==> src/lprc_defines.svh <==
// Register map, field positions and timing constants of the low-power clock control block
`ifndef LPRC_DEFINES_SVH
`define LPRC_DEFINES_SVH

`define LPRC_ADDR_CFG 8'h00
`define LPRC_ADDR_LOADCAP 8'h01
`define LPRC_ADDR_STAT 8'h02
`define LPRC_ADDR_CTRL 8'h04
`define LPRC_ADDR_TDATA0 8'h08
`define LPRC_ADDR_TDATA3 8'h0b
`define LPRC_ADDR_ALARM0 8'h0c
`define LPRC_ADDR_ALARM3 8'h0f
`define LPRC_ADDR_IRQ_STAT 8'h10
`define LPRC_ADDR_IRQ_MASK 8'h11

`define LPRC_CTRL_EN 7
`define LPRC_CTRL_MCLK 6
`define LPRC_CTRL_FAIL 5
`define LPRC_CTRL_RUN 4
`define LPRC_CTRL_AEN 3
`define LPRC_CTRL_ALARM_FLAG_AUTORESET 2
`define LPRC_CTRL_SET 1
`define LPRC_CTRL_CAP 0

`define LPRC_IRQ_ALARM 0
`define LPRC_IRQ_FAIL 1
`define LPRC_IRQ_SET 2
`define LPRC_IRQ_CAP 3
`define LPRC_IRQ_W 4

`define LPRC_CFG_RESET 8'h00
`define LPRC_LOADCAP_RESET 8'h00

`define LPRC_XTAL_HZ 32768
`define LPRC_SELF_MIN_HZ 10000
`define LPRC_SELF_MAX_HZ 40000
`define LPRC_LFO_HZ 16400
`define LPRC_SYS_CLK_MHZ 100
`define LPRC_MISS_TIME_US 200
`define LPRC_MISS_CYCLES (`LPRC_MISS_TIME_US * `LPRC_SYS_CLK_MHZ)
`define LPRC_LOADCAP_TIME_US 100
`define LPRC_LOADCAP_CYCLES (`LPRC_LOADCAP_TIME_US * `LPRC_SYS_CLK_MHZ)
`define LPRC_VALID_EDGES 16

`endif

==> src/lprc_pkg.sv <==
// Types shared by the low-power clock control modules
package lprc_pkg;

  typedef enum logic [1:0] {
    LPRC_TB_OFF,
    LPRC_TB_START,
    LPRC_TB_VALID
  } lprc_tb_state_e;

  typedef struct packed {
    logic [3:0] self_osc_trim;
    logic lfo_select;
    logic bias_double;
    logic gain_control_enable;
    logic crystal_mode_select;
  } lprc_osc_cfg_s;

  typedef struct packed {
    logic run;
    logic set_req;
    logic cap_req;
    logic alarm_en;
    logic autoreset;
  } lprc_timer_cmd_s;

  typedef struct packed {
    logic set_done;
    logic cap_done;
    logic alarm_hit;
  } lprc_timer_evt_s;

endpackage

==> src/lprc_timebase.sv <==
// Timebase edge detection, clock-valid tracking and missing-clock detection
`timescale 1ns/1ps
`include "lprc_defines.svh"
module lprc_timebase #(
  parameter int MISS_CYCLES = `LPRC_MISS_CYCLES
) (
  input wire logic i_sys_clk,
  input wire logic i_reset,
  input wire logic i_osc_on,
  input wire logic i_lfo_select,
  input wire logic i_crystal_in_pin,
  input wire logic i_low_freq_internal_osc,
  input wire logic i_miss_en,
  output logic o_tick,
  output logic o_clock_valid,
  output logic o_missing
);
  localparam int CW = $clog2(MISS_CYCLES + 1);
  lprc_pkg::lprc_tb_state_e state_reg, state_next;
  logic sync1_reg, sync2_reg, prev_reg;
  logic [4:0] edges_reg;
  logic [CW-1:0] miss_reg;
  wire raw_clk = i_lfo_select ? i_low_freq_internal_osc : i_crystal_in_pin;
  wire miss_at_limit = (miss_reg == CW'(MISS_CYCLES - 1));
  // Timebase is slow; sampling on the system clock turns each rising edge into one tick
  assign o_tick = sync2_reg & ~prev_reg;
  assign o_missing = i_miss_en & i_osc_on & miss_at_limit & ~o_tick;
  assign o_clock_valid = (state_reg == lprc_pkg::LPRC_TB_VALID);

  always_comb begin
    state_next = state_reg;
    case (state_reg)
      lprc_pkg::LPRC_TB_OFF: if (i_osc_on) state_next = lprc_pkg::LPRC_TB_START;
      lprc_pkg::LPRC_TB_START: if (o_tick && edges_reg == 5'(`LPRC_VALID_EDGES - 1)) state_next = lprc_pkg::LPRC_TB_VALID;
      lprc_pkg::LPRC_TB_VALID: if (miss_at_limit) state_next = lprc_pkg::LPRC_TB_START;
      default: state_next = lprc_pkg::LPRC_TB_OFF;
    endcase
    if (!i_osc_on) state_next = lprc_pkg::LPRC_TB_OFF;
  end

  always_ff @(posedge i_sys_clk) begin
    sync1_reg <= raw_clk;
    sync2_reg <= sync1_reg;
    prev_reg <= sync2_reg;
    if (i_reset) begin
      state_reg <= lprc_pkg::LPRC_TB_OFF;
      edges_reg <= 5'h00;
      miss_reg <= '0;
    end else begin
      state_reg <= state_next;
      edges_reg <= (state_reg != lprc_pkg::LPRC_TB_START) ? 5'h00 : edges_reg + 5'(o_tick);
      miss_reg <= (o_tick || !i_osc_on) ? '0 : (miss_at_limit ? miss_reg : miss_reg + CW'(1));
    end
  end
endmodule

==> src/lprc_timer.sv <==
// Timebase-driven timer with load, capture, alarm match and auto-reset
`timescale 1ns/1ps
module lprc_timer #(
  parameter int TIMER_W = 32
) (
  input wire logic i_sys_clk,
  input wire logic i_reset,
  input wire logic i_tick,
  input wire lprc_pkg::lprc_timer_cmd_s i_cmd,
  input wire logic [TIMER_W-1:0] i_load_value,
  input wire logic [TIMER_W-1:0] i_alarm_value,
  output logic [TIMER_W-1:0] o_capture,
  output lprc_pkg::lprc_timer_evt_s o_evt
);
  logic [TIMER_W-1:0] count_reg, count_next;
  wire alarm_match = i_cmd.alarm_en && (count_reg == i_alarm_value);
  // Load, capture and alarm only act on a timebase tick; the done pulse fires in that cycle and the result registers at its closing edge
  assign o_evt.set_done = i_tick & i_cmd.set_req;
  assign o_evt.cap_done = i_tick & i_cmd.cap_req;
  assign o_evt.alarm_hit = i_tick & alarm_match;
  assign count_next = o_evt.set_done ? i_load_value :
                      (o_evt.alarm_hit && i_cmd.autoreset) ? '0 :
                      (i_tick && i_cmd.run) ? count_reg + TIMER_W'(1) : count_reg;

  always_ff @(posedge i_sys_clk) begin
    if (i_reset) begin
      count_reg <= '0;
      o_capture <= '0;
    end else begin
      count_reg <= count_next;
      if (o_evt.cap_done) o_capture <= count_reg;
    end
  end
endmodule

==> src/lprc_rtc_ctrl.sv <==
// Top of the low-power clock control block: register port, control bits, interrupts
`timescale 1ns/1ps
`include "lprc_defines.svh"
module lprc_rtc_ctrl #(
  parameter int TIMER_W = 32,
  parameter int MISS_CYCLES = `LPRC_MISS_CYCLES,
  parameter int LOADCAP_CYCLES = `LPRC_LOADCAP_CYCLES
) (
  input wire logic i_sys_clk,
  input wire logic i_reset,
  input wire logic [7:0] i_addr,
  input wire logic [7:0] i_wr_data,
  input wire logic i_wr_en,
  input wire logic i_rd_en,
  output logic [7:0] o_rd_data,
  input wire logic i_crystal_in_pin,
  input wire logic i_low_freq_internal_osc,
  output logic o_osc_power_enable,
  output logic o_crystal_mode_select,
  output logic o_gain_control_enable,
  output logic o_bias_double,
  output logic [7:0] o_load_cap_config,
  output logic [3:0] o_self_osc_trim,
  output logic o_low_freq_internal_osc_enable,
  output logic o_alarm_flag,
  output logic o_irq
);
  localparam int LW = $clog2(LOADCAP_CYCLES + 1);

  // Byte select of a wide word, shared by the timer and alarm windows
  function automatic logic [7:0] byte_of(input logic [TIMER_W-1:0] word, input logic [1:0] idx);
    logic [TIMER_W-1:0] shifted;
    shifted = word >> {idx, 3'b000};
    return shifted[7:0];
  endfunction

  // Byte merge of a write into a wide word
  function automatic logic [TIMER_W-1:0] merge_byte(input logic [TIMER_W-1:0] word, input logic [1:0] idx,
                                                    input logic [7:0] data);
    logic [TIMER_W-1:0] mask;
    mask = ~(TIMER_W'(8'hff) << {idx, 3'b000});
    return (word & mask) | (TIMER_W'(data) << {idx, 3'b000});
  endfunction

  lprc_pkg::lprc_osc_cfg_s cfg_reg, cfg_next;
  logic [7:0] loadcap_reg, loadcap_next;
  logic [LW-1:0] settle_reg, settle_next;
  logic osc_en_reg, osc_en_next;
  logic mclk_en_reg, mclk_en_next;
  logic fail_reg, fail_next;
  logic run_reg, run_next;
  logic aen_reg, aen_next;
  logic autoreset_reg, autoreset_next;
  logic alarm_flag_reg, alarm_flag_next;
  logic set_pend_reg, set_pend_next;
  logic cap_pend_reg, cap_pend_next;
  logic [TIMER_W-1:0] load_reg, load_next;
  logic [TIMER_W-1:0] alarm_val_reg, alarm_val_next;
  logic [`LPRC_IRQ_W-1:0] irq_stat_reg, irq_stat_next;
  logic [`LPRC_IRQ_W-1:0] irq_mask_reg, irq_mask_next;
  logic [7:0] rd_data_next;

  logic tick;
  logic clock_valid;
  logic missing;
  logic [TIMER_W-1:0] capture;
  lprc_pkg::lprc_timer_cmd_s cmd;
  lprc_pkg::lprc_timer_evt_s evt;

  // Address decode
  wire wr_cfg = i_wr_en && (i_addr == `LPRC_ADDR_CFG);
  wire wr_loadcap = i_wr_en && (i_addr == `LPRC_ADDR_LOADCAP);
  wire wr_ctrl = i_wr_en && (i_addr == `LPRC_ADDR_CTRL);
  wire in_tdata = (i_addr >= `LPRC_ADDR_TDATA0) && (i_addr <= `LPRC_ADDR_TDATA3);
  wire in_alarm = (i_addr >= `LPRC_ADDR_ALARM0) && (i_addr <= `LPRC_ADDR_ALARM3);
  wire wr_tdata = i_wr_en && in_tdata;
  wire wr_alarm = i_wr_en && in_alarm;
  wire wr_irq_stat = i_wr_en && (i_addr == `LPRC_ADDR_IRQ_STAT);
  wire wr_irq_mask = i_wr_en && (i_addr == `LPRC_ADDR_IRQ_MASK);
  wire [1:0] byte_idx = i_addr[1:0];

  // Control register fields as written
  wire w_en = i_wr_data[`LPRC_CTRL_EN];
  wire w_mclk = i_wr_data[`LPRC_CTRL_MCLK];
  wire w_fail = i_wr_data[`LPRC_CTRL_FAIL];
  wire w_run = i_wr_data[`LPRC_CTRL_RUN];
  wire w_aen = i_wr_data[`LPRC_CTRL_AEN];
  wire w_alarm_flag_autoreset = i_wr_data[`LPRC_CTRL_ALARM_FLAG_AUTORESET];
  wire w_set = i_wr_data[`LPRC_CTRL_SET];
  wire w_cap = i_wr_data[`LPRC_CTRL_CAP];

  // Timebase front end
  lprc_timebase #(
    .MISS_CYCLES(MISS_CYCLES)
  ) u_timebase (
    .i_sys_clk(i_sys_clk),
    .i_reset(i_reset),
    .i_osc_on(osc_en_reg),
    .i_lfo_select(cfg_reg.lfo_select),
    .i_crystal_in_pin(i_crystal_in_pin),
    .i_low_freq_internal_osc(i_low_freq_internal_osc),
    .i_miss_en(mclk_en_reg),
    .o_tick(tick),
    .o_clock_valid(clock_valid),
    .o_missing(missing)
  );

  // Timer core; commands stay pending until the timebase tick that carries them out
  assign cmd.run = run_reg;
  assign cmd.set_req = set_pend_reg;
  assign cmd.cap_req = cap_pend_reg;
  assign cmd.alarm_en = aen_reg;
  assign cmd.autoreset = autoreset_reg;

  lprc_timer #(
    .TIMER_W(TIMER_W)
  ) u_timer (
    .i_sys_clk(i_sys_clk),
    .i_reset(i_reset),
    .i_tick(tick),
    .i_cmd(cmd),
    .i_load_value(load_reg),
    .i_alarm_value(alarm_val_reg),
    .o_capture(capture),
    .o_evt(evt)
  );

  // Oscillator configuration
  assign cfg_next = wr_cfg ? lprc_pkg::lprc_osc_cfg_s'(i_wr_data) : cfg_reg;
  assign loadcap_next = wr_loadcap ? i_wr_data : loadcap_reg;
  // Load capacitance settles over a fixed delay after each change or power-up
  assign settle_next = (wr_loadcap || !osc_en_reg) ? LW'(LOADCAP_CYCLES) :
                       (settle_reg != '0) ? settle_reg - LW'(1) : settle_reg;
  wire load_cap_ready = osc_en_reg && (settle_reg == '0);

  // Control bits
  assign osc_en_next = wr_ctrl ? w_en : osc_en_reg;
  assign mclk_en_next = wr_ctrl ? w_mclk : mclk_en_reg;
  assign run_next = wr_ctrl ? w_run : run_reg;
  assign aen_next = wr_ctrl ? w_aen : aen_reg;
  assign autoreset_next = wr_ctrl ? w_alarm_flag_autoreset : autoreset_reg;
  // Detector event wins over a clearing write in the same cycle
  assign fail_next = missing | (fail_reg & ~(wr_ctrl & ~w_fail));
  // Alarm flag lives one timebase cycle; a control write clears it unless a new hit lands
  assign alarm_flag_next = evt.alarm_hit | (alarm_flag_reg & ~tick & ~wr_ctrl);
  // Writing 0 to set or capture has no effect; a 1 during a pending operation is absorbed
  assign set_pend_next = (wr_ctrl & w_set) | (set_pend_reg & ~evt.set_done);
  assign cap_pend_next = (wr_ctrl & w_cap) | (cap_pend_reg & ~evt.cap_done);

  // Timer data windows
  assign load_next = wr_tdata ? merge_byte(load_reg, byte_idx, i_wr_data) : load_reg;
  assign alarm_val_next = wr_alarm ? merge_byte(alarm_val_reg, byte_idx, i_wr_data) : alarm_val_reg;

  // Interrupt status is sticky and cleared by writing one; new events win
  wire [`LPRC_IRQ_W-1:0] irq_events = {evt.cap_done, evt.set_done, missing, evt.alarm_hit};
  wire [`LPRC_IRQ_W-1:0] irq_clear = wr_irq_stat ? i_wr_data[`LPRC_IRQ_W-1:0] : '0;
  assign irq_stat_next = irq_events | (irq_stat_reg & ~irq_clear);
  assign irq_mask_next = wr_irq_mask ? i_wr_data[`LPRC_IRQ_W-1:0] : irq_mask_reg;

  // Read view of the control register
  wire [7:0] ctrl_view = {
    osc_en_reg,
    mclk_en_reg,
    fail_reg,
    run_reg,
    aen_reg,
    alarm_flag_reg,
    set_pend_reg,
    cap_pend_reg
  };
  wire [7:0] stat_view = {6'h00, load_cap_ready, clock_valid};

  // Read mux; unmapped addresses read as zero
  always_comb begin
    rd_data_next = 8'h00;
    if (i_rd_en) begin
      if (i_addr == `LPRC_ADDR_CFG) begin
        rd_data_next = cfg_reg;
      end else if (i_addr == `LPRC_ADDR_LOADCAP) begin
        rd_data_next = loadcap_reg;
      end else if (i_addr == `LPRC_ADDR_STAT) begin
        rd_data_next = stat_view;
      end else if (i_addr == `LPRC_ADDR_CTRL) begin
        rd_data_next = ctrl_view;
      end else if (in_tdata) begin
        rd_data_next = byte_of(capture, byte_idx);
      end else if (in_alarm) begin
        rd_data_next = byte_of(alarm_val_reg, byte_idx);
      end else if (i_addr == `LPRC_ADDR_IRQ_STAT) begin
        rd_data_next = 8'(irq_stat_reg);
      end else if (i_addr == `LPRC_ADDR_IRQ_MASK) begin
        rd_data_next = 8'(irq_mask_reg);
      end
    end
  end

  // Configuration state
  always_ff @(posedge i_sys_clk) begin
    if (i_reset) begin
      cfg_reg <= lprc_pkg::lprc_osc_cfg_s'(`LPRC_CFG_RESET);
      loadcap_reg <= `LPRC_LOADCAP_RESET;
      settle_reg <= LW'(LOADCAP_CYCLES);
      load_reg <= '0;
      alarm_val_reg <= '0;
    end else begin
      cfg_reg <= cfg_next;
      loadcap_reg <= loadcap_next;
      settle_reg <= settle_next;
      load_reg <= load_next;
      alarm_val_reg <= alarm_val_next;
    end
  end

  // Control bits
  always_ff @(posedge i_sys_clk) begin
    if (i_reset) begin
      osc_en_reg <= 1'b0;
      mclk_en_reg <= 1'b0;
      fail_reg <= 1'b0;
      run_reg <= 1'b0;
      aen_reg <= 1'b0;
      autoreset_reg <= 1'b0;
      alarm_flag_reg <= 1'b0;
      set_pend_reg <= 1'b0;
      cap_pend_reg <= 1'b0;
    end else begin
      osc_en_reg <= osc_en_next;
      mclk_en_reg <= mclk_en_next;
      fail_reg <= fail_next;
      run_reg <= run_next;
      aen_reg <= aen_next;
      autoreset_reg <= autoreset_next;
      alarm_flag_reg <= alarm_flag_next;
      set_pend_reg <= set_pend_next;
      cap_pend_reg <= cap_pend_next;
    end
  end

  // Interrupts and read data
  always_ff @(posedge i_sys_clk) begin
    if (i_reset) begin
      irq_stat_reg <= '0;
      irq_mask_reg <= '0;
      o_rd_data <= 8'h00;
    end else begin
      irq_stat_reg <= irq_stat_next;
      irq_mask_reg <= irq_mask_next;
      o_rd_data <= rd_data_next;
    end
  end

  // Analog controls; bias and gain only reach the oscillator while it is powered
  assign o_osc_power_enable = osc_en_reg;
  assign o_crystal_mode_select = cfg_reg.crystal_mode_select;
  assign o_gain_control_enable = osc_en_reg & cfg_reg.gain_control_enable;
  assign o_bias_double = osc_en_reg & cfg_reg.bias_double;
  assign o_load_cap_config = loadcap_reg;
  // Trim only matters in self-oscillate mode, where it sets the 10 to 40 kHz rate
  assign o_self_osc_trim = cfg_reg.crystal_mode_select ? 4'h0 : cfg_reg.self_osc_trim;
  assign o_low_freq_internal_osc_enable = osc_en_reg & cfg_reg.lfo_select;
  assign o_alarm_flag = alarm_flag_reg;
  assign o_irq = |(irq_stat_reg & irq_mask_reg);
endmodule

==> config.mk <==
export PLATFORM = sky130hd
export DESIGN_NAME = lprc_rtc_ctrl
export DESIGN_NICKNAME = d
export VERILOG_FILES = /design/src/lprc_pkg.sv /design/src/lprc_timebase.sv /design/src/lprc_timer.sv /design/src/lprc_rtc_ctrl.sv
export VERILOG_INCLUDE_DIRS = /design/src
export SDC_FILE = /design/constraint.sdc
export NUM_CORES = 1
export LEC_CHECK = 0
export ABC_AREA = 1
export ABC_CLOCK_PERIOD_IN_PS = 5000
export BUFFER_PORTS_ARGS = -buffer_cell sky130_fd_sc_hd__buf_2
export CAP_MARGIN = 20
export CORE_AREA = 2 2 212 214
export CTS_CLUSTER_SIZE = 20
export DETAILED_ROUTE_END_ITERATION = 12
export DIE_AREA = 0 0 214 216
export SLEW_MARGIN = 40
export SYNTH_ARGS = -nofsm -noshare
export SYNTH_HDL_FRONTEND = slang
export SYNTH_SLANG_ARGS = --single-unit
==> constraint.sdc <==
create_clock -name i_sys_clk -period 5 [get_ports i_sys_clk]
set_input_delay 0.75 -clock i_sys_clk [delete_from_list [all_inputs] [get_ports i_sys_clk]]
set_output_delay 0.75 -clock i_sys_clk [all_outputs]
set_load 0.005 [all_outputs]
# --- Word-level counts from Yosys, hierarchy flattened ---
# Cells that the tools add are included.
op_classes:
  add_sub_neg: 4
  n_lt_le_gt_ge: 4
  n_eq_ne: 13
  n_shift: 4
  muxes: 17
  n_bitwise: 40
  reduce_logical: 29
ops:
  columns: ["cell", "count"]
  rows:
  - ["$mux 32", 3]
  - ["$and 32x32->32", 2]
  - ["$or 32x32->32", 2]
  - ["$shr 32x5->8", 2]
  - ["$mux 8", 6]
  - ["$add 32x1->32 const B", 1]
  - ["$eq 32x32->1", 1]
  - ["$not 32->32", 1]
  - ["$shl 8x5->32", 1]
  - ["$shl 8x5->32 const A", 1]
  - ["$and 1x1->1", 18]
  - ["$eq 8x5->1 const B", 2]
  - ["$ge 8x4->1 const B", 2]
  - ["$le 8x4->1 const B", 2]
  - ["$mux 4", 4]
  - ["$add 15x1->15 const B", 1]
  - ["$eq 15x15->1 const B", 1]
  - ["$logic_and 1x1->1", 14]
  - ["$logic_not 14->1", 1]
  - ["$reduce_bool 14->1", 1]
  - ["$sub 14x1->14 const B", 1]
  - ["$reduce_or 2->1", 5]
  - ["$not 1->1", 9]
  - ["$and 4x4->4", 2]
  - ["other kinds (21)", 28]
totals:
  regBits: 208
  input_bits: 22
  output_inout_bits: 27
  wordCells: 140

# --- Longest topological paths before layout ---
# Gate-level depths: netlist of the first run.
depth:
  word_depth: 9
  mapped_depth: 15
  mapped_depth_nobuf: 14

# --- Hierarchy ---
# From an unflattened synthesis of the first run, not the netlist that was laid out.
hier_totals:
  cells_unflattened: 1720
  hier_area_um2: 11275.8
by_module_without_submodules:
  columns: ["mod", "instances", "cells_each", "area_each_um2", "seq_area_each_um2"]
  rows:
  - ["lprc_rtc_ctrl", 1, 820, 5745.5, 2382.3]
  - ["lprc_timer", 1, 718, 4250.3, 1281.2]
  - ["lprc_timebase", 1, 182, 1280.0, 500.5]

# --- Least setup slack after synthesis of the first run ---
# No wires, ideal clock.
synth_path:
  kind: "input-to-reg"
  startpoint: "input port i_addr[7]"
  endpoint: "register load_reg[0]"
  t_arrival_ns: 1.938
  required_ns: 4.868
  setup_slack_ns: 2.930
  path_stages: 9
  path_buffers: 1
  path_cell_list: "nor2_1 -> nand3_2 -> nor2_1 -> nand2_1 -> inv_1 -> nand2_1 -> clkbuf_1 -> o21ai_0 -> a21oi_1"
synth_via:
  elab_chain_cells: 3
  word_cells_on_any_way: 4
  classes_between: "order compare: 2; reduce/logical: 2"
synth_lines:
  columns: ["element", "line", "rtl"]
  rows:
  - ["from (decl)", "lprc_rtc_ctrl.sv:11", "input wire logic [7:0] i_addr,"]
  - ["$ge 8x4->1 (no source line) / $le 8x4->1 (equally long branches)", null, null]
  - ["$logic_and 1x1->1 *", "lprc_rtc_ctrl.sv:74", "wire in_tdata = (i_addr >= `LPRC_ADDR_TDATA0) && (i_addr <= `LPRC_ADDR_TDATA3);"]
  - ["$logic_and 1x1->1 *", "lprc_rtc_ctrl.sv:76", "wire wr_tdata = i_wr_en && in_tdata;"]
  - ["to (signal assigned)", "lprc_rtc_ctrl.sv:209", "load_reg <= load_next;"]
  - ["to (decl)", "lprc_rtc_ctrl.sv:57", "logic [TIMER_W-1:0] load_reg, load_next;"]
# Every way passes the cells marked *; elsewhere a longest branch is shown, timed or not.
# A chain may end at the register's enable or synchronous reset.

# --- Worst setup path in the final report of the first run ---
layout_path:
  startpoint: "input port i_addr[1]"
  endpoint: "register cfg_reg[6] (netlist name)"
layout_via:
  elab_chain_cells: 2
layout_lines:
  columns: ["element", "line", "rtl"]
  rows:
  - ["$logic_not 8->1 (no source line)", null, null]
  - ["$logic_and 1x1->1", "lprc_rtc_ctrl.sv:71", "wire wr_cfg = i_wr_en && (i_addr == `LPRC_ADDR_CFG);"]
  - ["to (signal assigned)", "lprc_rtc_ctrl.sv:200", "cfg_reg <= lprc_pkg::lprc_osc_cfg_s'(`LPRC_CFG_RESET);"]
  - ["to (signal assigned)", "lprc_rtc_ctrl.sv:206", "cfg_reg <= cfg_next;"]
  - ["to (decl)", "lprc_rtc_ctrl.sv:45", "lprc_pkg::lprc_osc_cfg_s cfg_reg, cfg_next;"]
# No other way between the ends.

==> run summary, run 1 <==
Power
• 0.000217 V — IR drop worst, VDD
• 4.3% — part of the total power dissipated in combinational logic
• 4.53 nW — leak pwr
• 282 nW/um^2 — total power density per cell area
• 24.2% — share of total power consumed by net switching
• 0.00261 W — internal power
• 48.3% — sequential share of power
• 47.4% — clock group share of total power
• 0.000833 W — net switching power

Floorplan
• 24.7% — starting utilization of the core area
• 46200 um^2 — area of the die
• 77 — Core Rows
• 49 — number of I/O pins
• 43800 um^2 — core footprint
• 214 um — width of the chip
• 216 um — chip height

STA
• 315 MHz — max frequency
• 3.18 ns — fin crit period
• 0 ns — total negative slack
• false — unrepaired setup endpoints after global routing
• 0 — setup violators final
• 40.3% — Relative slew margins
• 0 — max-slew violation count
• 0.0251 ns — skew final
• 1.82 ns — smallest setup slack after layout
• 63.5% — period utilization
• 0.332 ns — Hold Worst Slack
• 0.896 ns — slew at the pin closest to its max-slew limit
• 0 — final hold viol count

Clock tree
• 0 — post-CTS repair timing setup buffer count
• 0 — count of instances resized after the clock tree is built
• 0.06 ns — clock slew at the register clock pins of the worst setup and hold paths
• 0.55 ns — Skew-Pair Late Insertion Delay
• 3 — CTS max path bufs
• 208 — count of clock tree sinks
• built — CTS tree
• 23 — number of CTS-inserted buffers
• 1 — number of H-tree branching levels
• sky130_fd_sc_hd__clkbuf_16 — clock root buffer master
• 0 — hold buffer count at cts

Critical path
• 5.47 ns — required arrival time at the worst endpoint
• sky130_fd_sc_hd__clkinv_1 — critical-path cell with the highest stage delay
• sky130_fd_sc_hd__nor2_4 — library cell appearing most often on the critical path
• 4 — worst path bufs/invs
• 0.84 ns — max incr delay on CP
• buf_2, nor2_4, clkinv_1, nor2_1, inv_1, nor2_2, inv_2, nor2_4, o21ai_0, a21oi_1 — worst-path cell chain
• primary input to flop — startpoint-to-endpoint class of the critical path
• primary input — CP Launch Type
• 3.64 ns — arrival time at the worst endpoint
• flop — Setup crit end kind
• 22 — crit path max fanout
• simple AND/OR/NAND/NOR gates — Worst path top cell family by delay

Cells and area
• 0 — diode insertion count for antenna repair
• 7.97% — share of post-route cells with drive strength above 1
• 1662 — number of nets at the end of the flow
• 27.9% — core utilization of the finished layout
• 4858 — fill cell count
• 12.9% — synthesis-to-finish area growth
• 2236 — Layout Cells excl Fill

Global routing
• 16.9% — global-route usage over all layers
• 10.8k — number of global-route vias before repair
• 62200 um — first-pass GRT wire length
• 100 — largest net degree at the start of global routing
• 0 — antenna violations before repair
• 0 — global route total overflow

Yosys
• sky130_fd_sc_hd__nand2_1 — most common cell in the netlist
• 1663 — synthesized netlist net count
• 0 — count of warnings emitted by yosys
• sky130_fd_sc_hd__dfxtp_1 — most common flop cell mapped by yosys
• 0% — share of flip-flops with an asynchronous set or reset after synthesis
• 6.62 um^2 — synthesized area divided by synthesized cell count
• 1635 — gate count of the mapped netlist
• sky130_fd_sc_hd__nand2_1, sky130_fd_sc_hd__dfxtp_1, sky130_fd_sc_hd__inv_1 — Post-synth top cells
• 208 — Synth Register Bits
• 38.5% — sequential element share of the synthesized area
• 10800 um^2 — cell area after synthesis
• 0 — Post-synth EDFFs
• 38.5% — proportion of netlist area held by the largest area contributor
• sky130_fd_sc_hd__dfxtp_1 — largest area contributor in the synthesized netlist
• sky130_fd_sc_hd__dfxtp_1, sky130_fd_sc_hd__nand2_1, sky130_fd_sc_hd__a21oi_1, sky130_fd_sc_hd__o21ai_0, sky130_fd_sc_hd__inv_1 — main area contributors after synthesis
• 45 — count of distinct cell types in the synthesized netlist

Place
• 48 — count of input and output buffers
• 1.75 ns — setup slack after placement
• 0.962 — routability congestion estimate
• 27400 um — HPWL Detailed
• 2201 — cell count after placement

Detailed routing
• 0 — count of antenna-violating nets left after detailed routing
• 5 — router iterations before antenna repair
• 11.4k — routed vias
• 0 — DRC errors left
• 39900 um — DRT Wirelength
• 1081 — initial DRC count
• 5.11 — routed vias/inst
• 17.8 um — routed wire length per instance

Outcome
• finished, final reports clean — result of the run

Hold path
• flop to flop — type of the worst min-delay path

Run
• 0 — Max Cap Violations

[power groups by stage]
stage | Sequential (W) | Clock, W | Combinational (W)
finish | 0.00166 | 0.00163 | 0.000147
detailed placement | 0.00170 | 0 | 0.000142
global route | 0.00166 | 0.00172 | 0.000154
floorplan | 0.00170 | 0 | 0.0000791
CTS | 0.00166 | 0.00165 | 0.000142
global placement | 0.00170 | 0 | 0.000141
[path summary, 6_finish.rpt]
kind	slack, ns	to	startpoint	cells after the start
max	1.82	cfg_reg[6]$_SDFFE_PP0P_	i_addr[1]	10
min	0.33	u_timebase.sync2_reg$_DFF_P_	u_timebase.sync1_reg$_DFF_P_	0
max reg2reg	1.99	u_timer.count_reg[16]$_SDFFE_PP0P_	u_timer.count_reg[13]$_SDFFE_PP0P_	14
min reg2reg	0.33	u_timebase.sync2_reg$_DFF_P_	u_timebase.sync1_reg$_DFF_P_	0
[final cells by class]
type | count | area, um^2 | share of cell area (%)
multi-input cells | 1118 | 5440 | 44.5
flip-flops and latches | 208 | 4160 | 34.1
inverters | 218 | 818 | 6.69
well taps | 592 | 741 | 6.06
clock buffers | 30 | 622 | 5.09
repair buffers | 65 | 374 | 3.06
clock inverters | 5 | 67.6 | 0.553
[through the flow]
stage | power (W) | instance area (um^2)
floorplan | 0.00178 | 10800
global placement | 0.00184 | 11500
detailed placement | 0.00184 | 11500
CTS | 0.00346 | 12200
global route | 0.00353 | 12200
finish | 0.00344 | 12200
[layer usage]
| metal | global-route usage, % | vias to the layer above | part of all wire (%) |
|---|---|---|---|
| met1 | 22.6 | 5375 | 43 |
| met4 | 8.30 | 0 | 5.1 |
| met3 | 2.49 | 104 | 8.0 |
| met5 | 0 | - | 0 |
| li1 | - | 5416 | - |
| met2 | 26.6 | 525 | 44 |
[layout by cell type (no fill, tap or decap), drive strengths merged, types with 2 or more instances in the layout]
cell,n
nor3b,2
a211oi,8
o2111ai,6
nand4,80
nor2,175
ha,6
o21a,4
a22oi,2
xor2,5
dfxtp,208
nand3,85
a31oi,5
o21ai,166
clkbuf,30
or2,3
o211ai,4
inv,214
nand2,317
a221oi,2
clkinv,7
xnor2,3
a21oi,179
buf,65
nor3,29
o22ai,32
[logic make-up (layout without fill, tap and decap cells)]
| kind of cell | after synthesis | count (layout) | share of synthesized area [%] |
|---|---|---|---|
| and+or+nand+nor | 693 | 693 | 28.7 |
| muxes | 1 | 1 | 0.104 |
| DFF | 208 | 208 | 38.5 |
| xor gates and xnor gates | 8 | 8 | 0.647 |
| buffers and inverters | 309 | 318 | 11.3 |
| AOI/OAI and AO/OA | 410 | 410 | 20.1 |
| adders and majority gates | 6 | 6 | 0.693 |
Power figures use the tool's default switching activity.
==> run 2, diff against run 1 <==
ABC_AREA = 0   (was 1)
ABC_CLOCK_PERIOD_IN_PS = 3000   (was 5000)
CORE_AREA = 2 2 203 205   (was 2 2 212 214)
DIE_AREA = 0 0 205 207   (was 0 0 214 216)
clock period = 3 ns   (was 5 ns; I/O delays follow)
==> run summary, run 2 <==
Clock tree
• 0.51 ns — Skew-Pair Late Insertion Delay, -0.04 ns
• built — CTS tree
• 0 — count of instances resized after the clock tree is built, unchanged
• 0 — hold buffer count at cts, unchanged
• 0.06 ns — clock slew at the register clock pins of the worst setup and hold paths, about the same
• 3 — CTS max path bufs, unchanged
• 1 — number of H-tree branching levels, unchanged
• sky130_fd_sc_hd__clkbuf_16 — clock root buffer master
• 208 — count of clock tree sinks, unchanged
• 0 — post-CTS repair timing setup buffer count, unchanged
• 23 — number of CTS-inserted buffers, unchanged

STA
• 388 MHz — max frequency
• 0 — final hold viol count, unchanged
• 0 — max-slew violation count, unchanged
• 0 — setup violators final, unchanged
• 0 ns — total negative slack, unchanged
• false — unrepaired setup endpoints after global routing
• 57.9% — Relative slew margins, +18 points
• 0.632 ns — slew at the pin closest to its max-slew limit, -0.264 ns
• 85.9% — period utilization
• 2.58 ns — fin crit period
• 0.0111 ns — skew final, -0.0140 ns

Critical path
• flop — CP Launch Type
• flop — Setup crit end kind
• 3.01 ns — arrival time at the worst endpoint, -0.63 ns
• flop to flop — startpoint-to-endpoint class of the critical path
• 9 — crit path max fanout, -59%
• 3.43 ns — required arrival time at the worst endpoint, -2.04 ns

Global routing
• 14.7% — global-route usage over all layers, -2.2 points
• 8620 — number of global-route vias before repair, -20%
• 0 — global route total overflow, unchanged
• 54 — largest net degree at the start of global routing, -46%
• 49700 um — first-pass GRT wire length, -20%
• 0 — antenna violations before repair, unchanged

Yosys
• sky130_fd_sc_hd__dfxtp_1, sky130_fd_sc_hd__nand2_1, sky130_fd_sc_hd__a21oi_1, sky130_fd_sc_hd__xor2_1, sky130_fd_sc_hd__mux2i_1 — main area contributors after synthesis
• sky130_fd_sc_hd__dfxtp_1 — most common cell in the netlist
• 1215 — synthesized netlist net count, -27%
• 64 — count of distinct cell types in the synthesized netlist, +42%
• sky130_fd_sc_hd__dfxtp_1 — most common flop cell mapped by yosys
• 41.8% — sequential element share of the synthesized area, +3.3 points
• 8.39 um^2 — synthesized area divided by synthesized cell count, +27%
• 208 — Synth Register Bits, unchanged
• 0 — Post-synth EDFFs, unchanged
• 1187 — gate count of the mapped netlist, -27%
• 9960 um^2 — cell area after synthesis, -8.0%
• sky130_fd_sc_hd__dfxtp_1 — largest area contributor in the synthesized netlist
• 0 — count of warnings emitted by yosys, unchanged
• 0% — share of flip-flops with an asynchronous set or reset after synthesis, unchanged
• sky130_fd_sc_hd__dfxtp_1, sky130_fd_sc_hd__nand2_1, sky130_fd_sc_hd__a21oi_1 — Post-synth top cells
• 41.8% — proportion of netlist area held by the largest area contributor, +3.3 points

Detailed routing
• 5.16 — routed vias/inst, +1.1%
• 18.1 um — routed wire length per instance, +1.2%
• met4 — DR top layer
• 14200 um — DR WL met2, -18%
• 9158 — routed vias, -20%
• 0 — DRC errors left, unchanged
• 13900 um — Post-Route M1 WL, -19%
• 32100 um — DRT Wirelength, -20%
• 0 — count of antenna-violating nets left after detailed routing, unchanged
• 1102 — initial DRC count, +1.9%
• 9 — router iterations before antenna repair, +4
• 2760 um — Routed met3 length, -13%

Floorplan
• 49 — number of I/O pins, unchanged
• 40400 um^2 — core footprint, -7.9%
• 205 um — width of the chip, -4.2%
• 207 um — chip height, -4.2%
• 74 — Core Rows, -3.9%
• 42400 um^2 — area of the die, -8.2%
• 24.7% — starting utilization of the core area, about the same

Place
• 0.901 — routability congestion estimate, -6.4%
• 48 — count of input and output buffers, unchanged
• 22500 um — HPWL Detailed, -18%

Power
• 0.00461 W — internal power, +77%
• 0.000316 V — IR drop worst, VDD, +46%
• 504 nW/um^2 — total power density per cell area, +79%
• 46.9% — sequential share of power, -1.4 points
• 3.6% — part of the total power dissipated in combinational logic, -0.7 points
• 4.16 nW — leak pwr, -8.2%
• 0.00590 W — total design power, +71%
• 0.00129 W — net switching power, +55%
• 21.8% — share of total power consumed by net switching, -2.4 points
• 49.5% — clock group share of total power, +2.1 points

Cells and area
• sky130_fd_sc_hd__dfxtp_1 — most frequent standard cell in the layout excluding fill and tap cells
• 17.4% — synthesis-to-finish area growth
• 14.3% — share of post-route cells with drive strength above 1, +6.3 points
• 0 — diode insertion count for antenna repair, unchanged
• sky130_fd_sc_hd__dfxtp_1, sky130_fd_sc_hd__nand2_1, sky130_fd_sc_hd__a21oi_1 — most used cells in the layout excluding fill and tap cells
• 1254 — number of nets at the end of the flow, -25%

Outcome
• finished, final reports clean — result of the run

Hold path
• primary input to flop — type of the worst min-delay path

Run
• 0 — Max Cap Violations, unchanged

[run 2: final timing paths]
path	cells past startpoint	endpoint	slack (ns)	start
setup reg to reg	6	u_timer.count_reg[25]$_SDFFE_PP0P_	0.42	u_timer.count_reg[11]$_SDFFE_PP0P_
hold reg to reg	0	u_timebase.sync2_reg$_DFF_P_	0.35	u_timebase.sync1_reg$_DFF_P_
setup / recovery	6	u_timer.count_reg[25]$_SDFFE_PP0P_	0.42	u_timer.count_reg[11]$_SDFFE_PP0P_
hold / removal	2	u_timebase.sync1_reg$_DFF_P_	0.20	i_crystal_in_pin
[run 2: area by class of cell]
type | count | area (um^2)
clock inverter | 7 | 113
timing repair buffer | 98 | 631
inverter | 34 | 128
sequential | 208 | 4160
tap | 532 | 666
multi-input combinational | 861 | 5330
clock buffer | 34 | 667
fill | 4342 | 28700
[run 2: layer usage]
layer  global-route usage [%]  vias to the layer above
met2                     22.7                      414
met4                     5.21                        0
met5                        0                        -
met3                     2.27                       86
li1                         -                     4272
met1                     20.7                     4386
[run 2: logic make-up (layout without fill, tap and decap cells)]
logic type | count (synthesis) | in the layout | share of synthesized area [%]
AO/OA/AOI/OAI | 260 | 260 | 16.0
XOR/XNOR | 64 | 64 | 5.63
adder cells (fa/ha/maj) | 6 | 6 | 0.754
buffers and inverters | 118 | 173 | 4.84
flip-flops | 208 | 208 | 41.8
multiplexers | 62 | 62 | 8.28
AND/OR/NAND/NOR | 469 | 469 | 22.7
[run 2: power groups by stage]
stage	sequential, W	clock [W]	combinational, W
detailed placement	0.00283	0	0.000208
global placement	0.00283	0	0.000206
CTS	0.00277	0.00296	0.000209
floorplan	0.00283	0	0.000118
finish	0.00277	0.00292	0.000213
global route	0.00277	0.00310	0.000223
[run 2: worst max-delay path, cell delays in order, from the launching register on]
cell	delay [ns]
sky130_fd_sc_hd__dfxtp_1	0.57
sky130_fd_sc_hd__nand3_1	0.30
sky130_fd_sc_hd__or3_1	0.56
sky130_fd_sc_hd__or4_1	0.56
sky130_fd_sc_hd__a31oi_1	0.24
sky130_fd_sc_hd__a22oi_2	0.08
sky130_fd_sc_hd__a211oi_2	0.19
[run 2: metrics by stage]
step	std cells	utilization [%]	hold WS [ns]	area (um^2)	worst slack [ns]
after floorplan	1187	-	0.310	9960	0.793
after global placement	1733	27.0	0.318	10900	0.415
after detailed placement	1733	27.0	0.327	10900	0.343
after CTS	1774	29.0	0.182	11700	0.450
after global routing	1774	29.0	0.181	11700	0.260
final	1774	29.0	0.198	11700	0.424
==> run 3, diff against run 2 <==
ABC_CLOCK_PERIOD_IN_PS = 3200   (was 3000)
clock period = 3.2 ns   (was 3 ns; I/O delays follow)
==> run summary, run 3 (same netlist as run 2, synthesis figures left out) <==
Outcome
• finished, final reports clean — result of the run

Power
• 499 nW/um^2 — total power density per cell area, -1.0%
• 4.19 nW — leak pwr, +0.76%
• 0.000340 V — IR drop worst, VDD, +7.6%
• 0.00589 W — total design power, -0.16%

STA
• 0.728 ns — slew at the pin closest to its max-slew limit, +0.0966 ns
• 0 — final hold viol count, unchanged
• 0 — setup violators final, unchanged
• 0 — max-slew violation count, unchanged
• 51.4% — Relative slew margins, -6.4 points
• 367 MHz — max frequency, -5.5%
• 2.72 ns — fin crit period, +0.149 ns
• 0 ns — total negative slack, unchanged
• 0.0182 ns — skew final, +0.00710 ns
• 85.1% — period utilization, -0.72 points
• false — unrepaired setup endpoints after global routing
• 0.203 ns — Hold Worst Slack, +0.00497 ns

Floorplan
• 74 — Core Rows, unchanged
• 40400 um^2 — core footprint, unchanged
• 207 um — chip height, unchanged
• 49 — number of I/O pins, unchanged
• 205 um — width of the chip, unchanged
• 42400 um^2 — area of the die, unchanged
• 24.7% — starting utilization of the core area, unchanged

Global routing
• 14.5% — global-route usage over all layers, -0.22 points
• 0 — global route total overflow, unchanged
• 48900 um — first-pass GRT wire length, -1.6%
• 8520 — number of global-route vias before repair, -1.2%
• 0 — antenna violations before repair, unchanged
• 63 — largest net degree at the start of global routing, +17%

Critical path
• flop — CP Launch Type
• u_timer.count_reg[21]$_SDFFE_PP0P_ — endpoint of the worst-slack reg-to-reg timing path
• flop — Setup crit end kind
• 3.12 ns — arrival time at the worst endpoint, +0.11 ns
• 0.48 ns — worst reg2reg setup slack, +0.05 ns
• u_timer.count_reg[29]$_SDFFE_PP0P_ — R2R Path Start
• 3.59 ns — required arrival time at the worst endpoint, +0.16 ns
• 7 — depth of the worst register-to-register path, +1
• flop to flop — startpoint-to-endpoint class of the critical path
• 18 — crit path max fanout, +9

Cells and area
• sky130_fd_sc_hd__dfxtp_1 — most frequent standard cell in the layout excluding fill and tap cells
• 1254 — number of nets at the end of the flow, unchanged
• sky130_fd_sc_hd__dfxtp_1, sky130_fd_sc_hd__nand2_1, sky130_fd_sc_hd__a21oi_1 — most used cells in the layout excluding fill and tap cells
• 4278 — fill cell count, -1.5%
• 4160 um^2 — register area, unchanged
• 1774 — Layout Cells excl Fill, unchanged
• 5330 um^2 — multi-input combinational cell area, about the same
• 18.4% — synthesis-to-finish area growth
• 0 — diode insertion count for antenna repair, unchanged
• 14.7% — share of post-route cells with drive strength above 1, +0.48 points

Clock tree
• 0.06 ns — clock slew at the register clock pins of the worst setup and hold paths, about the same
• 0.52 ns — Skew-Pair Late Insertion Delay, about the same
• 24 — number of CTS-inserted buffers, +4.3%
• 0 — post-CTS repair timing setup buffer count, unchanged
• sky130_fd_sc_hd__clkbuf_16 — clock root buffer master
• 208 — count of clock tree sinks, unchanged
• 0 — hold buffer count at cts, unchanged
• 1 — number of H-tree branching levels, unchanged
• built — CTS tree
• 3 — CTS max path bufs, unchanged
• 0 — count of instances resized after the clock tree is built, unchanged

Hold path
• 2 — number of cells traversed by the worst hold path, unchanged
• i_crystal_in_pin — origin of the worst min-delay path
• primary input to flop — type of the worst min-delay path
• u_timebase.sync1_reg$_DFF_P_ — sink of the worst hold path

Detailed routing
• 9071 — routed vias, -0.95%
• 983 — initial DRC count, -11%
• 17.9 um — routed wire length per instance, -0.99%
• 8 — router iterations before antenna repair, -1
• 0 — DRC errors left, unchanged
• 0 — count of antenna-violating nets left after detailed routing, unchanged
• 31700 um — DRT Wirelength, -0.99%
• 5.11 — routed vias/inst, -0.95%

Place
• 48 — count of input and output buffers, unchanged
• 0.953 — routability congestion estimate, +5.8%
• 1732 — cell count after placement, -0.058%
• 22500 um — HPWL Detailed, about the same

Run
• 0 — Max Cap Violations, unchanged

[run 3: cell count changes in the layout (fill, tap and decap cells not counted), sizes merged]
| cell | before | now |
|---|---|---|
| inv | 33 | 34 |
| bufinv | 3 | 6 |
| clkinvlp | 1 | 5 |
| clkinv | 4 | 2 |
| buf | 98 | 97 |
| clkbuf | 34 | 29 |
[run 3: layer usage]
| metal | up-vias | track usage (%) | wire (um) |
|---|---|---|---|
| met5 | - | 0 | 0 |
| met4 | 0 | 4.29 | 864 |
| met3 | 64 | 2.39 | 2540 |
| met2 | 354 | 23.6 | 14600 |
| met1 | 4361 | 19.5 | 13700 |
| li1 | 4292 | - | - |
[run 3: layout make-up]
| type | instances | area share, % |
|---|---|---|
| timing repair buffer | 97 | 5.17 |
| multi-input combinational | 861 | 45.2 |
| tap | 532 | 5.64 |
| inverter | 34 | 1.08 |
| clock inverter | 13 | 1.96 |
| sequential | 208 | 35.3 |
| clock buffer | 29 | 5.68 |
[run 3: report_power, final]
part | leakage, nW | internal (W) | switching (W)
sequential | 1.68 | 0.00259 | 0.00000227
clock | 0.425 | 0.00197 | 0.00112
combinational | 2.09 | 0.0000496 | 0.000146
[run 3: through the flow]
stage / util [%] / worst slack (ns) / area [um^2]
final: 29.2 / 0.476 / 11800
after global routing: 29.2 / 0.327 / 11800
after CTS: 29.2 / 0.478 / 11800
after detailed placement: 27.0 / 0.472 / 10900
after global placement: 27.0 / 0.558 / 10900
after floorplan: - / 0.963 / 9960
[run 3: worst max path at each step]
| stage | to | cells past startpoint | startpoint |
|---|---|---|---|
| after global placement | u_timer.count_reg[3]$_SDFFE_PP0P_ | 7 | u_timer.count_reg[29]$_SDFFE_PP0P_ |
| after detailed placement | u_timer.count_reg[21]$_SDFFE_PP0P_ | 7 | u_timer.count_reg[29]$_SDFFE_PP0P_ |
| after CTS | u_timer.count_reg[21]$_SDFFE_PP0P_ | 7 | u_timer.count_reg[29]$_SDFFE_PP0P_ |
| after floorplan | o_rd_data[2]$_SDFF_PP0_ | 6 | i_addr[3] |
| after global routing | u_timer.count_reg[21]$_SDFFE_PP0P_ | 7 | u_timer.count_reg[29]$_SDFFE_PP0P_ |
| final | u_timer.count_reg[21]$_SDFFE_PP0P_ | 7 | u_timer.count_reg[29]$_SDFFE_PP0P_ |
[run 3: critical path: stages, from the launching register on]
cell and delay (ns):
sky130_fd_sc_hd__dfxtp_1 0.46, sky130_fd_sc_hd__xor2_1 0.11, sky130_fd_sc_hd__nor4_1 0.38, sky130_fd_sc_hd__nand4_1 0.25, sky130_fd_sc_hd__or4_1 0.78, sky130_fd_sc_hd__buf_4 0.32, sky130_fd_sc_hd__a32oi_1 0.23, sky130_fd_sc_hd__a21oi_1 0.08
